`src/angle_cfg_pkg.sv`:
```
package angle_cfg_pkg;

    // register indices on the host port
    localparam logic [3:0] ENABLES_IDX    = 4'h6;
    localparam logic [3:0] FILT_ERR_IDX   = 4'h7;
    localparam logic [3:0] FILT_EXP_IDX   = 4'h8;

    // field positions inside the enables word
    localparam int HARM_LIN_BIT = 19;
    localparam int PRE_DIR_BIT  = 18;
    localparam int FILT_EN_BIT  = 16;
    localparam int SEG_LIN_BIT  = 20;
    localparam int POST_DIR_BIT = 21;

    // bits loaded from the nonvolatile copy at initialization, and the software write masks
    localparam logic [15:0] OFFSET_NV_MASK  = 16'hFFF0;
    localparam logic [15:0] WINDOW_NV_MASK  = 16'h00F0;
    localparam logic [7:0]  EXP_NV_MASK     = 8'h1F;
    localparam logic [31:0] ENABLES_WR_MASK = 32'h003DFFFF;
    localparam logic [31:0] EXP_WR_MASK     = 32'h00FFFFFF;

    // values after reset
    localparam logic [31:0] ENABLES_RST = 32'h00000000;
    localparam logic [31:0] FILT_RST    = 32'h00000000;

    // live configuration handed to the datapath
    typedef struct packed {
        logic        harmonic_lin_enable;
        logic        segmented_lin_enable;
        logic        pre_lin_direction;
        logic        post_lin_direction;
        logic        angle_filter_enable;
        logic [15:0] output_angle_offset;
        logic [15:0] filter_reset_window;
        logic [15:0] filter_numerator_first;
        logic [15:0] filter_numerator_second;
        logic [7:0]  numerator_exponent;
    } angle_cfg_s;

    // nonvolatile image presented at initialization
    typedef struct packed {
        logic [31:0] enables_word;
        logic [15:0] nv_filter_reset_window;
        logic [15:0] nv_filter_numerator_first;
        logic [15:0] nv_numerator_exponent;
        logic [15:0] nv_filter_numerator_second;
    } nv_image_s;

endpackage

```
`src/angle_filter.sv`:
```
`timescale 1ns/1ns
// first-order smoothing filter with an error window that flushes it
module angle_filter
    import angle_cfg_pkg::*;
(
    input  wire logic        clk_sys_i,
    input  wire logic        rst_i,
    input  wire logic        sample_i,     // one-cycle strobe with a new angle
    input  wire logic [15:0] angle_i,      // raw angle, full circle = 65536
    input  wire logic [15:0] coef_i,       // sign-magnitude numerator
    input  wire logic [7:0]  exp_i,        // shared negative exponent
    input  wire logic [15:0] window_i,     // flush threshold, 0 disables
    output logic      [15:0] filt_o,       // filtered angle
    output logic             flush_o       // high for the sample that flushed
);
    logic [15:0] acc_ff;
    logic        primed_ff;
    logic        flush_ff;

    // signed wrap-aware error between input and held state
    wire logic signed [15:0] err     = $signed(angle_i - acc_ff);
    wire logic        [15:0] err_abs = err[15] ? 16'(-err) : 16'(err);
    // window code n is n*360/32768 deg, i.e. two 16-bit angle lsbs per code
    wire logic        [16:0] win_lsb = {window_i, 1'b0};
    wire logic               too_far = (window_i != 16'h0000)
                                     && ({1'b0, err_abs} > win_lsb);
    // magnitude / 16384, shifted right by the exponent, then the sign bit negates
    // err stays signed so a negative error sign-extends into the product
    wire logic signed [31:0] prod    = err * $signed({17'h0, coef_i[14:0]});
    wire logic signed [31:0] scaled  = prod >>> 14;
    wire logic signed [31:0] shifted = scaled >>> exp_i;
    wire logic signed [31:0] step    = coef_i[15] ? -shifted : shifted;

    // state update: flush reloads the raw sample so no stale history survives
    always_ff @(posedge clk_sys_i) begin
        if (rst_i) begin
            acc_ff    <= 16'h0000;
            primed_ff <= 1'b0;
            flush_ff  <= 1'b0;
        end else if (sample_i) begin
            flush_ff  <= primed_ff && too_far;
            primed_ff <= 1'b1;
            if (!primed_ff || too_far) begin
                acc_ff <= angle_i;
            end else begin
                acc_ff <= acc_ff + step[15:0];
            end
        end
    end

    assign filt_o  = acc_ff;
    assign flush_o = flush_ff;

    flush_loads_a: assert property (@(posedge clk_sys_i) disable iff (rst_i)
        sample_i && primed_ff && too_far |=> acc_ff == $past(angle_i))
        else $error("flush did not reload sample");
    zero_window_a: assert property (@(posedge clk_sys_i) disable iff (rst_i)
        sample_i && window_i == 16'h0000 |=> !flush_ff)
        else $error("zero window still flushed");
endmodule

```
`src/angle_cfg_regs.sv`:
```
`timescale 1ns/1ns
// host-visible configuration words with nonvolatile boot load
module angle_cfg_regs
    import angle_cfg_pkg::*;
(
    input  wire logic        clk_sys_i,
    input  wire logic        rst_i,
    input  wire logic        nv_load_i,    // one-cycle init strobe
    input  wire nv_image_s   nv_i,
    input  wire logic [3:0]  addr_i,
    input  wire logic [31:0] wdata_i,
    input  wire logic        wr_i,
    input  wire logic        rd_i,
    output logic      [31:0] rdata_o,
    output logic      [31:0] enables_o,
    output logic      [31:0] filt_err_o,
    output logic      [31:0] filt_exp_o
);
    logic [31:0] enables_ff;
    logic [31:0] filt_err_ff;
    logic [31:0] filt_exp_ff;
    logic [31:0] rdata_ff;

    wire logic hit_en  = addr_i == ENABLES_IDX;
    wire logic hit_err = addr_i == FILT_ERR_IDX;
    wire logic hit_exp = addr_i == FILT_EXP_IDX;

    // boot images with padding bits forced to zero
    wire logic [31:0] nv_en  = {nv_i.enables_word[31:16] & ENABLES_WR_MASK[31:16],
                                nv_i.enables_word[15:0] & OFFSET_NV_MASK};
    wire logic [31:0] nv_err = {nv_i.nv_filter_reset_window & WINDOW_NV_MASK,
                                nv_i.nv_filter_numerator_first};
    wire logic [31:0] nv_exp = {8'h00, nv_i.nv_numerator_exponent[7:0] & EXP_NV_MASK,
                                nv_i.nv_filter_numerator_second};

    // init load first, then plain software writes
    always_ff @(posedge clk_sys_i) begin
        if (rst_i) begin
            enables_ff  <= ENABLES_RST;
            filt_err_ff <= FILT_RST;
            filt_exp_ff <= FILT_RST;
        end else if (nv_load_i) begin
            enables_ff  <= nv_en;
            filt_err_ff <= nv_err;
            filt_exp_ff <= nv_exp;
        end else if (wr_i) begin
            if (hit_en)  enables_ff  <= wdata_i & ENABLES_WR_MASK;
            if (hit_err) filt_err_ff <= wdata_i;
            if (hit_exp) filt_exp_ff <= wdata_i & EXP_WR_MASK;
        end
    end

    // read data the cycle after the strobe, unmapped reads as zero
    always_ff @(posedge clk_sys_i) begin
        if (rst_i) begin
            rdata_ff <= 32'h00000000;
        end else if (rd_i) begin
            rdata_ff <= hit_en ? enables_ff : hit_err ? filt_err_ff
                      : hit_exp ? filt_exp_ff : 32'h00000000;
        end
    end

    assign rdata_o    = rdata_ff;
    assign enables_o  = enables_ff;
    assign filt_err_o = filt_err_ff;
    assign filt_exp_o = filt_exp_ff;
endmodule

```
`src/angle_pipeline.sv`:
```
// The strobed register port was left to the implementer.
`timescale 1ns/1ns
// Functional notes
// - harmonic bit set applies harmonic linearization
// - pre bit chooses angle sense before linearization
// - filter bit routes angle through filter
// - subtract zero offset after linearization
// - init loads offset 15:4, clears 3:0
// - error beyond window resets and flushes filter
// - zero window disables flush comparison
// - window lsb is 360/32768 degrees
// - init loads window 23:20, clears rest
// - numerators are sign-magnitude over 16384
// - numerators scaled by two to minus exponent
// - init loads exponent 20:16, clears 23:21
// - segmented bit set applies segmented linearization
// - post bit chooses angle sense after linearization
module angle_pipeline
    import angle_cfg_pkg::*;
(
    input  wire logic        clk_sys_i,
    input  wire logic        rst_i,
    input  wire logic        nv_load_i,       // init strobe from boot logic
    input  wire nv_image_s   nv_i,            // nonvolatile field copy
    input  wire logic [3:0]  addr_i,          // register index
    input  wire logic [31:0] wdata_i,
    input  wire logic        wr_i,
    input  wire logic        rd_i,
    output logic      [31:0] rdata_o,         // valid the cycle after rd_i
    input  wire logic        sample_i,        // one-cycle new raw angle
    input  wire logic [15:0] angle_i,         // raw angle, full circle 65536
    input  wire logic [15:0] harm_corr_i,     // correction from harmonic table
    input  wire logic [15:0] seg_corr_i,      // correction from segment table
    output logic      [15:0] angle_o,         // processed angle
    output logic             angle_valid_o    // one-cycle pulse with angle_o
);
    // pipeline states; one sample in flight at a time
    typedef enum logic [1:0] {
        ST_IDLE = 2'b00,
        ST_FILT = 2'b01,
        ST_LIN  = 2'b10,
        ST_OUT  = 2'b11
    } stage_e;

    stage_e      state_ff;
    stage_e      nxt_state;
    angle_cfg_s  cfg_ff;          // snapshot held for the whole sample
    logic [15:0] raw_ff;          // captured raw angle
    logic [15:0] work_ff;         // angle between stages
    logic [15:0] angle_ff;
    logic        valid_ff;
    logic [31:0] enables_w;
    logic [31:0] filt_err_w;
    logic [31:0] filt_exp_w;
    logic [15:0] filt_w;
    logic        filt_pulse;

    angle_cfg_regs u_regs (
        .clk_sys_i  (clk_sys_i),
        .rst_i      (rst_i),
        .nv_load_i  (nv_load_i),
        .nv_i       (nv_i),
        .addr_i     (addr_i),
        .wdata_i    (wdata_i),
        .wr_i       (wr_i),
        .rd_i       (rd_i),
        .rdata_o    (rdata_o),
        .enables_o  (enables_w),
        .filt_err_o (filt_err_w),
        .filt_exp_o (filt_exp_w)
    );

    // live fields decoded from the register words
    wire angle_cfg_s live_cfg = '{
        harmonic_lin_enable:     enables_w[HARM_LIN_BIT],
        segmented_lin_enable:    enables_w[SEG_LIN_BIT],
        pre_lin_direction:       enables_w[PRE_DIR_BIT],
        post_lin_direction:      enables_w[POST_DIR_BIT],
        angle_filter_enable:     enables_w[FILT_EN_BIT],
        output_angle_offset:     enables_w[15:0],
        filter_reset_window:     filt_err_w[31:16],
        filter_numerator_first:  filt_err_w[15:0],
        filter_numerator_second: filt_exp_w[15:0],
        numerator_exponent:      filt_exp_w[23:16]
    };

    // filter runs only when enabled; otherwise the sample bypasses it
    assign filt_pulse = (state_ff == ST_FILT) && cfg_ff.angle_filter_enable;

    angle_filter u_filt (
        .clk_sys_i (clk_sys_i),
        .rst_i     (rst_i),
        .sample_i  (filt_pulse),
        .angle_i   (raw_ff),
        .coef_i    (cfg_ff.filter_numerator_first),
        .exp_i     (cfg_ff.numerator_exponent),
        .window_i  (cfg_ff.filter_reset_window),
        .filt_o    (filt_w),
        .flush_o   ()
    );

    // direction flip: counterclockwise sense mirrors the angle modulo circle
    function automatic logic [15:0] dir_apply(input logic ccw, input logic [15:0] a);
        dir_apply = ccw ? 16'(16'h0000 - a) : a;
    endfunction

    // stage combinations, each wrapping at the full circle
    wire logic [15:0] pre_dir  = dir_apply(cfg_ff.pre_lin_direction, work_ff);
    wire logic [15:0] harm_add = cfg_ff.harmonic_lin_enable ? harm_corr_i
                                                            : 16'h0000;
    wire logic [15:0] seg_add  = cfg_ff.segmented_lin_enable ? seg_corr_i
                                                             : 16'h0000;
    wire logic [15:0] lin      = 16'(pre_dir + seg_add + harm_add);
    wire logic [15:0] post_dir = dir_apply(cfg_ff.post_lin_direction, lin);
    wire logic [15:0] offset_o = 16'(post_dir - cfg_ff.output_angle_offset);

    // next state: idle waits for a sample, then walks the stages
    always_comb begin
        nxt_state = state_ff;
        case (state_ff)
            ST_IDLE: nxt_state = sample_i ? ST_FILT : ST_IDLE;
            ST_FILT: nxt_state = ST_LIN;
            ST_LIN:  nxt_state = ST_OUT;
            ST_OUT:  nxt_state = ST_IDLE;
            default: nxt_state = ST_IDLE;
        endcase
    end

    // sequencing; samples arriving while busy are dropped, not merged
    always_ff @(posedge clk_sys_i) begin
        if (rst_i) begin
            state_ff <= ST_IDLE;
            cfg_ff   <= '0;
            raw_ff   <= 16'h0000;
            work_ff  <= 16'h0000;
            angle_ff <= 16'h0000;
            valid_ff <= 1'b0;
        end else begin
            state_ff <= nxt_state;
            valid_ff <= 1'b0;
            case (state_ff)
                ST_IDLE: begin
                    if (sample_i) begin
                        cfg_ff <= live_cfg;
                        raw_ff <= angle_i;
                    end
                end
                ST_FILT: begin
                    // filter output lands next cycle; take raw when bypassed
                    work_ff <= raw_ff;
                end
                ST_LIN: begin
                    if (cfg_ff.angle_filter_enable) begin
                        work_ff <= filt_w;
                    end
                end
                ST_OUT: begin
                    angle_ff <= offset_o;
                    valid_ff <= 1'b1;
                end
                default: begin
                    valid_ff <= 1'b0;
                end
            endcase
        end
    end

    assign angle_o       = angle_ff;
    assign angle_valid_o = valid_ff;

    // checks
    cfg_frozen_a: assert property (@(posedge clk_sys_i) disable iff (rst_i)
        state_ff != ST_IDLE |=> $stable(cfg_ff) || $past(state_ff) == ST_IDLE)
        else $error("config changed mid-sample");
    sample_latency_a: assert property (@(posedge clk_sys_i) disable iff (rst_i)
        state_ff == ST_IDLE && sample_i |-> ##4 angle_valid_o)
        else $error("output not four cycles after sample");
    bypass_path_a: assert property (@(posedge clk_sys_i) disable iff (rst_i)
        state_ff == ST_LIN && !cfg_ff.angle_filter_enable |=> work_ff == raw_ff)
        else $error("bypass did not use raw angle");
    offset_sub_a: assert property (@(posedge clk_sys_i) disable iff (rst_i)
        state_ff == ST_OUT |=> angle_o == 16'($past(post_dir)
                                 - $past(cfg_ff.output_angle_offset)))
        else $error("offset not subtracted");
    harm_gate_a: assert property (@(posedge clk_sys_i) disable iff (rst_i)
        !cfg_ff.harmonic_lin_enable |-> harm_add == 16'h0000)
        else $error("harmonic applied while disabled");
    seg_gate_a: assert property (@(posedge clk_sys_i) disable iff (rst_i)
        cfg_ff.segmented_lin_enable |-> seg_add == seg_corr_i)
        else $error("segmented not applied");
    pre_dir_a: assert property (@(posedge clk_sys_i) disable iff (rst_i)
        cfg_ff.pre_lin_direction |-> 16'(pre_dir + work_ff) == 16'h0000)
        else $error("pre direction wrong");
    post_dir_a: assert property (@(posedge clk_sys_i) disable iff (rst_i)
        !cfg_ff.post_lin_direction |-> post_dir == lin)
        else $error("post direction wrong");
    boot_pad_a: assert property (@(posedge clk_sys_i) disable iff (rst_i)
        nv_load_i |=> enables_w[3:0] == 4'h0 && filt_err_w[19:16] == 4'h0
                      && filt_exp_w[23:21] == 3'h0)
        else $error("boot padding not zero");
    win_map_a: assert property (@(posedge clk_sys_i) disable iff (rst_i)
        filt_pulse |-> cfg_ff.filter_reset_window == $past(filt_err_w[31:16]))
        else $error("window field misrouted");
    num_map_a: assert property (@(posedge clk_sys_i) disable iff (rst_i)
        state_ff == ST_IDLE && sample_i |=> cfg_ff.numerator_exponent
                                            == $past(filt_exp_w[23:16]))
        else $error("exponent not captured");
endmodule

```
`config.mk`:
```
export PLATFORM = sky130hd
export DESIGN_NAME = angle_pipeline
export DESIGN_NICKNAME = d
export VERILOG_FILES = /design/src/angle_cfg_pkg.sv /design/src/angle_filter.sv /design/src/angle_cfg_regs.sv /design/src/angle_pipeline.sv
export SDC_FILE = /design/constraint.sdc
export NUM_CORES = 1
export LEC_CHECK = 0
export CAP_MARGIN = 40
export CELL_PAD_IN_SITES_DETAIL_PLACEMENT = 1
export CELL_PAD_IN_SITES_GLOBAL_PLACEMENT = 1
export CORE_MARGIN = 10
export CORE_UTILIZATION = 30
export CTS_BUF_LIST = sky130_fd_sc_hd__clkbuf_8 sky130_fd_sc_hd__clkbuf_16
export DETAILED_ROUTE_END_ITERATION = 6
export DONT_BUFFER_PORTS = 1
export HOLD_SLACK_MARGIN = 0.15
export PLACE_DENSITY_LB_ADDON = 0.1
export SYNTH_ARGS = -nofsm -noshare
export SYNTH_HDL_FRONTEND = slang
export SYNTH_SLANG_ARGS = --single-unit
```
`constraint.sdc`:
```
create_clock -name clk_sys_i -period 12.4 [get_ports clk_sys_i]
set_clock_uncertainty 0.05 [all_clocks]
set_input_delay 0 -clock clk_sys_i [delete_from_list [all_inputs] [get_ports clk_sys_i]]
set_output_delay 0 -clock clk_sys_i [all_outputs]
set_load 0.05 [all_outputs]
```
* Yosys cells after proc, flatten, opt, wreduce, memory -nomap -nowiden *
Cells that the tools add are included.

word-level totals
  flip-flop bits (word level) = 238
  word-level logic and storage cells = 86
  output and inout bits = 49

operators by class
  shift-type cells = 1
  multipliers = 1
  reductions and logical operators = 20
  $lt $le $gt $ge = 1
  eq/ne operators = 7
  add/sub/neg operators = 9
  mux-type cells = 24

operators by type and width
  cell                                                 number
  2-to-1 mux 16 bit                                    8
  2-to-1 mux 24 bit                                    4
  2-to-1 mux 22 bit                                    3
  2-to-1 mux 32 bit                                    2
  2-to-1 mux 21 bit                                    3
  adder 16 bit                                         3
  multiplier 16 x 16 -> 32 bit                         1
  negator 16 bit                                       2
  one-hot mux 16 bit (2 select lines)                  1
  subtractor 1 x 16 -> 16 bit, first input constant    2
  subtractor 16 bit                                    2
  >>> shifter 18 x 8 -> 16 bit                         1
  > comparator 16 x 17 -> 1 bit                        1
  AND reduction 2 bit                                  8
  nonzero test 16 bit                                  1
  nonzero test 2 bit                                   5
  equality test 4 x 3 -> 1 bit, second input constant  2
  one-hot mux 2 bit (4 select lines)                   1
  equality test 2 bit, second input constant           2
  equality test 4 bit, second input constant           1
  equality test 2 x 1 -> 1 bit, second input constant  1
  logical AND 1 bit                                    2
  zero test 2 bit                                      1
  2-to-1 mux 1 bit                                     2
  4 further kinds                                      4

* Logic depth before layout (Yosys ltp) *
  word-level depth = 7
  mapped depth = 60

* By module *
A second synthesis with hierarchy kept.

second synthesis, totals
  cell total of the unflattened synthesis = 3,254
  area total of the unflattened synthesis = 26,620.5 um^2

modules (own cells, without submodules)
  module          area an instance (um^2)  times used  cells an instance
  angle_filter    14,315.0                 1           1,769
  angle_pipeline  6,947.9                  1           881
  angle_cfg_regs  5,357.6                  1           604

* Least setup slack after synthesis *
OpenSTA, ideal clock, no wires.

  path type = register to register
  start = reg u_filt.acc_ff[1], in the netlist u_filt.filt_o[1]
  end = reg u_filt.acc_ff[15], in the netlist u_filt.filt_o[15]
  data required time = 12,227 ps
  arrival time = 12,329 ps
  clock period less this slack = 12,502 ps
  path slack = -102 ps
  path buffers = 3
  stages on the path, launching flop included = 54
  cells stage by stage = dfxtp_1 -> inv_1 -> ha_1 -> nor2b_1 -> o21ai_0 -> a21oi_1 -> o21ai_0 -> nand2b_1 -> a21oi_1 -> o21bai_1 -> a311oi_1 -> o311ai_0 -> a21oi_1 -> xnor2_1 -> clkbuf_1 -> nand2_1 -> fa_1 -> inv_1 -> [18 not listed] -> o41a_1 -> ha_1 -> nand2_1 -> o21ai_0 -> ha_1 -> a21o_1 -> a21o_1 -> a2111oi_0 -> nor3_1 -> a211o_1 -> a21oi_1 -> o21bai_1 -> a31oi_1 -> o21a_1 -> xor3_1 -> nor2b_1 -> o21ai_0 -> mux2i_1

between the ends
  cells in the longest elaborated chain, start to end = 7
  elaborated cells between the ends (all ways) = 12
  classes of those cells = 4 x add/sub; 1 x mul; 1 x order compare; 1 x shift; 3 x mux; 2 x reduce/logical

RTL lines
  element                                                            line                                    source
  from (decl)                                                        angle_filter.sv:16                      logic [15:0] acc_ff;
  from (signal assigned)                                             angle_filter.sv:44                      acc_ff <= angle_i;
  from (signal assigned)                                             angle_filter.sv:46                      acc_ff <= acc_ff + step[15:0];
  subtractor 16 bit                                                  angle_filter.sv:21                      wire logic signed [15:0] err = $signed(angle_i - acc_ff);
  multiplier 16 x 16 -> 32 bit or negator 16 bit (tied branches)     angle_filter.sv:29, angle_filter.sv:22
  >>> shifter 18 x 8 -> 16 bit or 2-to-1 mux 16 bit (tied branches)  angle_filter.sv:31, angle_filter.sv:22
  negator 16 bit or > comparator 16 x 17 -> 1 bit (tied branches)    angle_filter.sv:32, angle_filter.sv:26
  2-to-1 mux 16 bit or logical AND 1 bit (tied branches)             angle_filter.sv:32, angle_filter.sv:26
  adder 16 bit or logical OR 1 bit (tied branches)                   angle_filter.sv:46, angle_filter.sv:43
  2-to-1 mux 16 bit (*)                                              angle_filter.sv:43                      if (!primed_ff || too_far) begin

Every way passes the cells marked *; elsewhere a longest branch is shown, timed or not.
A chain may end at the register's enable or synchronous reset.

* Final worst setup path *
  start = reg raw_ff[0]
  end = reg u_filt.acc_ff[15], in the netlist u_filt.filt_o[15]

between the ends
  cells in the longest elaborated chain, start to end = 7
  elaborated cells between the ends (all ways) = 12
  classes of those cells = 4 x add/sub; 1 x mul; 1 x order compare; 1 x shift; 3 x mux; 2 x reduce/logical

RTL lines
  element                                                            line                                    source
  from (decl)                                                        angle_pipeline.sv:48                    logic [15:0] raw_ff;
  from (signal assigned)                                             angle_pipeline.sv:145                   raw_ff <= angle_i;
  subtractor 16 bit (*)                                              angle_filter.sv:21
  multiplier 16 x 16 -> 32 bit or negator 16 bit (tied branches)     angle_filter.sv:29, angle_filter.sv:22
  >>> shifter 18 x 8 -> 16 bit or 2-to-1 mux 16 bit (tied branches)  angle_filter.sv:31, angle_filter.sv:22
  negator 16 bit or > comparator 16 x 17 -> 1 bit (tied branches)    angle_filter.sv:32, angle_filter.sv:26
  2-to-1 mux 16 bit or logical AND 1 bit (tied branches)             angle_filter.sv:32, angle_filter.sv:26
  adder 16 bit or logical OR 1 bit (tied branches)                   angle_filter.sv:46, angle_filter.sv:43
  2-to-1 mux 16 bit (*)                                              angle_filter.sv:43

Marked as above.

==> tab_implementation.tex <==
\begin{tabular}{lr}
\hline
Metric & Value \\
\hline
\multicolumn{2}{l}{\textbf{Flow run}} \\
\quad Count of max-cap constraint violations & 0 \\
\multicolumn{2}{l}{\textbf{Route}} \\
\quad Per-cell routed wire length & approximately 21 um \\
\quad Number of vias per cell after detailed routing & $\sim$5.0 \\
\quad Total detailed-routing wirelength & roughly 110000 um \\
\quad 1st-pass router iterations & 5 \\
\quad Via count & 25.4k \\
\quad Number of routed nets with antenna violations & 0 \\
\quad Detailed router's first-iteration violation count & roughly 1.1k \\
\quad Number of remaining DRC errors & 0 \\
\multicolumn{2}{l}{\textbf{Cells and area}} \\
\quad Most common library cell in the layout ignoring fill and taps & sky130\_fd\_sc\_hd\_\_nand2\_1 \\
\quad Layout filler cell count & around 10k \\
\quad Area of the multi-input gates & 19800 sq um \\
\quad Register area & between 4000 and 5000 sq um \\
\quad Final design area excluding fillers & 36000 sq um \\
\quad Area growth, synth to finish & 40.6\% \\
\quad Count of nets after finishing & approximately 4.5k \\
\quad Layout cell share with drive strength beyond 1 & 17.1\% \\
\quad Commonest cells after routing, fill and taps aside & sky130\_fd\_sc\_hd\_\_nand2\_1 (532), sky130\_fd\_sc\_hd\_\_dlygate4sd3\_1 (403), sky130\_fd\_sc\_hd\_\_inv\_1 (377), sky130\_fd\_sc\_hd\_\_buf\_4 (352), sky130\_fd\_sc\_hd\_\_a21oi\_1 (268) \\
\multicolumn{2}{l}{\textbf{Clocking}} \\
\quad CTS H-Tree Depth & 1 \\
\quad Number of buffers added by the clock tree synthesis step & 28 \\
\quad Clock Tree Root & sky130\_fd\_sc\_hd\_\_clkbuf\_16 \\
\quad TritonCTS clock tree & done \\
\quad Num Clock Sinks & 238 \\
\quad Buffers from clock root to sink, at most & 3 \\
\quad Clock insertion delay at the later pin of the skew report & roughly 0.6 ns \\
\quad Clock transition time at the flip-flop clock pins of the worst setup and hold paths & approximately 0.07 ns \\
\multicolumn{2}{l}{\textbf{Power and ir drop}} \\
\quad P per Cell Area & roughly 120 nW/um\^{}2 \\
\quad Sum of internal, switching and leakage power & approximately 4500 uW \\
\quad Peak supply drop & about 0.12 mV \\
\quad Leakage power summed over all cells & $\sim$0.016 uW \\
\multicolumn{2}{l}{\textbf{Yosys}} \\
\quad Biggest area contributors in the synthesized netlist & sky130\_fd\_sc\_hd\_\_fa\_1 (20\%), sky130\_fd\_sc\_hd\_\_dfxtp\_1 (19\%), sky130\_fd\_sc\_hd\_\_ha\_1 (8.1\%) \\
\quad Post-Synthesis Mean Instance Area & approximately 8 sq um \\
\quad Most area-hungry cell type in the Yosys netlist & sky130\_fd\_sc\_hd\_\_fa\_1 \\
\quad Combined area of all synthesized cells & between 20000 and 30000 sq um \\
\quad Total number of yosys warnings & 0 \\
\quad Flip-flop cell with the highest count after synthesis & sky130\_fd\_sc\_hd\_\_dfxtp\_1 \\
\quad Syn\_nets & 3853 \\
\quad Async SR Flop Fraction & 0\% \\
\quad Netlist cell types & 103 \\
\quad Top-area cell type share of the netlist area & 20.2\% \\
\quad Count of flip-flops with a built-in enable after synthesis & 0 \\
\quad Share of synthesized area occupied by flip-flops and latches & a little under a fifth \\
\quad Synthesis-stage register bit count & 238 \\
\quad Post-Syn Instances & 3244 \\
\multicolumn{2}{l}{\textbf{Setup path}} \\
\quad Data arrival time of the critical path & about 12 ns \\
\quad Startpoint-to-endpoint class of the critical path & flop to flop \\
\quad Crit-path max cell delay & approximately 0.54 ns \\
\quad Slowest stage cell on the critical path & sky130\_fd\_sc\_hd\_\_fa\_1 \\
\quad CP max FO & 6 \\
\quad Kind of launch point of the worst setup path & flop \\
\quad Worst Path Required & about 13 ns \\
\quad Endpoint kind of the worst setup timing path & flop \\
\quad Crit path buf inv count & 10 \\
\quad Family with the most delay on the worst path & adder cells \\
\multicolumn{2}{l}{\textbf{Die}} \\
\quad Count of standard-cell rows & around 110 \\
\quad Horizontal extent of the die & approximately 310 um \\
\quad Die extent in y & 312 um \\
\quad Placeable core region & approximately 85000 sq um \\
\quad Total die area & roughly 97000 sq um \\
\quad Number of ports placed on the die boundary & around 240 \\
\quad Starting utilization of the core area & a little over 30\% \\
\multicolumn{2}{l}{\textbf{Global route}} \\
\quad Number of global-route vias before repair & around 28k \\
\quad Overall fraction of global-route tracks in use & between 20\% and 30\% \\
\quad Remaining Overflow, GRT & 0 \\
\quad Initial antenna violation count & 18 \\
\quad Maximum number of pins on one net before global-route repair & approximately 140 \\
\quad Global-route wire length before repair & 164000 um \\
\multicolumn{2}{l}{\textbf{STA}} \\
\quad Maximum clock frequency & 82.9 MHz \\
\quad Worst Tran Pin Value & $\sim$0.9 ns \\
\quad Max-slew violation count & 0 \\
\quad Slew margin rel. & between 40\% and 50\% \\
\quad Final period demand of the worst path & about 12 ns \\
\quad Unrepaired setup endpoints after global routing & true \\
\quad Final count of hold timing violations & 0 \\
\quad Final worst-path cycle share & a little under 100\% \\
\quad Final setup viols & 0 \\
\multicolumn{2}{l}{\textbf{Place}} \\
\quad Detailed Place HPWL & a little under 80000 um \\
\quad Cell area after placement & just under 30000 sq um \\
\quad Count of input and output buffers & 0 \\
\quad Final weighted congestion in routability-driven placement & roughly 0.86 \\
\multicolumn{2}{l}{\textbf{Status}} \\
\quad Result of the run & complete, no violations \\
\multicolumn{2}{l}{\textbf{Min path}} \\
\quad Path category of the worst min-delay check & primary input to flop \\
\hline
\end{tabular}
## what timing repair did
item,CTS,global route
setup endpoints to repair,6,12
endpoints found under the hold margin,238,0
hold buffers,405,0
gates cloned,0,3
resized for setup,38,212
buffers inserted,10,41
pin swaps,15,112
## path summary, 6_finish.rpt
kind	end	depth (start not counted)	slack, ns	start
hold reg to reg	u_filt.filt_o[14]	2	0.55	u_filt.filt_o[14]
setup / recovery	u_filt.filt_o[15]	57	0.34	raw_ff[0]
hold / removal	u_regs.filt_err_o[11]	5	0.21	wdata_i[11]
setup reg to reg	u_filt.filt_o[15]	57	0.34	raw_ff[0]
## cell usage after synthesis, drive strengths merged (18+ instances only)
cell type    n
a21o        18
mux2i       65
nand2b      22
o21ai       78
inv        390
nand2      543
a221oi      25
clkbuf     146
fa         258
o31ai       18
o21a        19
ha         165
nor3        50
a211oi      56
a31oi       18
dfxtp      238
xnor2       93
nand3       63
buf         33
nor2b       27
xor2        47
or3         22
and2       123
nor2       238
a21oi      292
## per-layer routing
layer	wire length [um]	up-vias	track usage (%)
met1	44800	12800	25.3
met5	0	-	0
met4	3200	0	5.70
met2	55500	430	39.4
met3	3490	133	2.14
li1	-	12000	-
## worst reg2reg max path, delay by kind of cell, from the launching register on
family	cells	cell delay [ns]
muxes	1	0.07
DFF	1	0.32
adders and majority gates	10	4.01
xor gates and xnor gates	3	0.64
AOI/OAI and AO/OA	23	3.87
buffers and inverters	10	0.99
and+or+nand+nor	10	1.96
## layout make-up
type / count / share of cell area [%]
Multi-Input combinational cell: 2437 / 55.0
Timing Repair Buffer: 801 / 20.7
Sequential cell: 238 / 13.2
Inverter: 390 / 4.06
Tap cell: 1144 / 3.97
Clock buffer: 35 / 2.21
Clock inverter: 15 / 0.657
Antenna cell: 19 / 0.132
## state kept, by name, indices dropped and copies added (netlist names)
| name | cells |
|---|---|
| work_ff | 16 |
| u_regs.filt_err_o | 32 |
| cfg_ff | 61 |
| u_regs.enables_o | 21 |
| u_filt.filt_o | 16 |
| u_filt.primed_ff | 1 |
| u_regs.filt_exp_o | 24 |
| angle_o | 16 |
| state_ff | 2 |
| raw_ff | 16 |
| u_regs.rdata_o | 32 |
| angle_valid_o | 1 |
## cell families (layout without fill, tap and decap cells)
| family | count (synthesis) | after routing | share of synthesized area (%) |
|---|---|---|---|
| buffers and inverters | 569 | 1241 | 8.56 |
| other | 0 | 19 | 0 |
| and+or+nand+nor | 1162 | 1162 | 20.6 |
| xor gates and xnor gates | 143 | 143 | 5.06 |
| AOI/OAI and AO/OA | 635 | 635 | 16.0 |
| adders and majority gates | 426 | 426 | 28.3 |
| muxes | 71 | 71 | 2.85 |
| DFF | 238 | 238 | 18.6 |
## through the flow
| stage | cells | setup TNS, ns | util [%] | setup WS [ns] | hold slack (ns) |
|---|---|---|---|---|---|
| 6_report | 5079 | 0 | 42.4 | 0.344 | 0.212 |
| 2_1_floorplan | 3244 | 0 | - | 0.0184 | 0.0399 |
| 4_1_cts | 5016 | 0 | 40.7 | 0.0000133 | 0.175 |
| 3_3_place_gp | 4534 | -1.51 | 34.1 | -0.497 | 0.0506 |
| 3_5_place_dp | 4551 | -2.42 | 34.4 | -0.662 | 0.0542 |
| 5_1_grt | 5077 | -0.611 | 42.4 | -0.229 | 0.234 |
## report_power, final
group | internal (uW) | switching [uW]
Clock | 561 | 371
Sequential | 800 | 68.6
Combinational | 1260 | 1390
No activity file was read; power rests on OpenSTA's default activity.
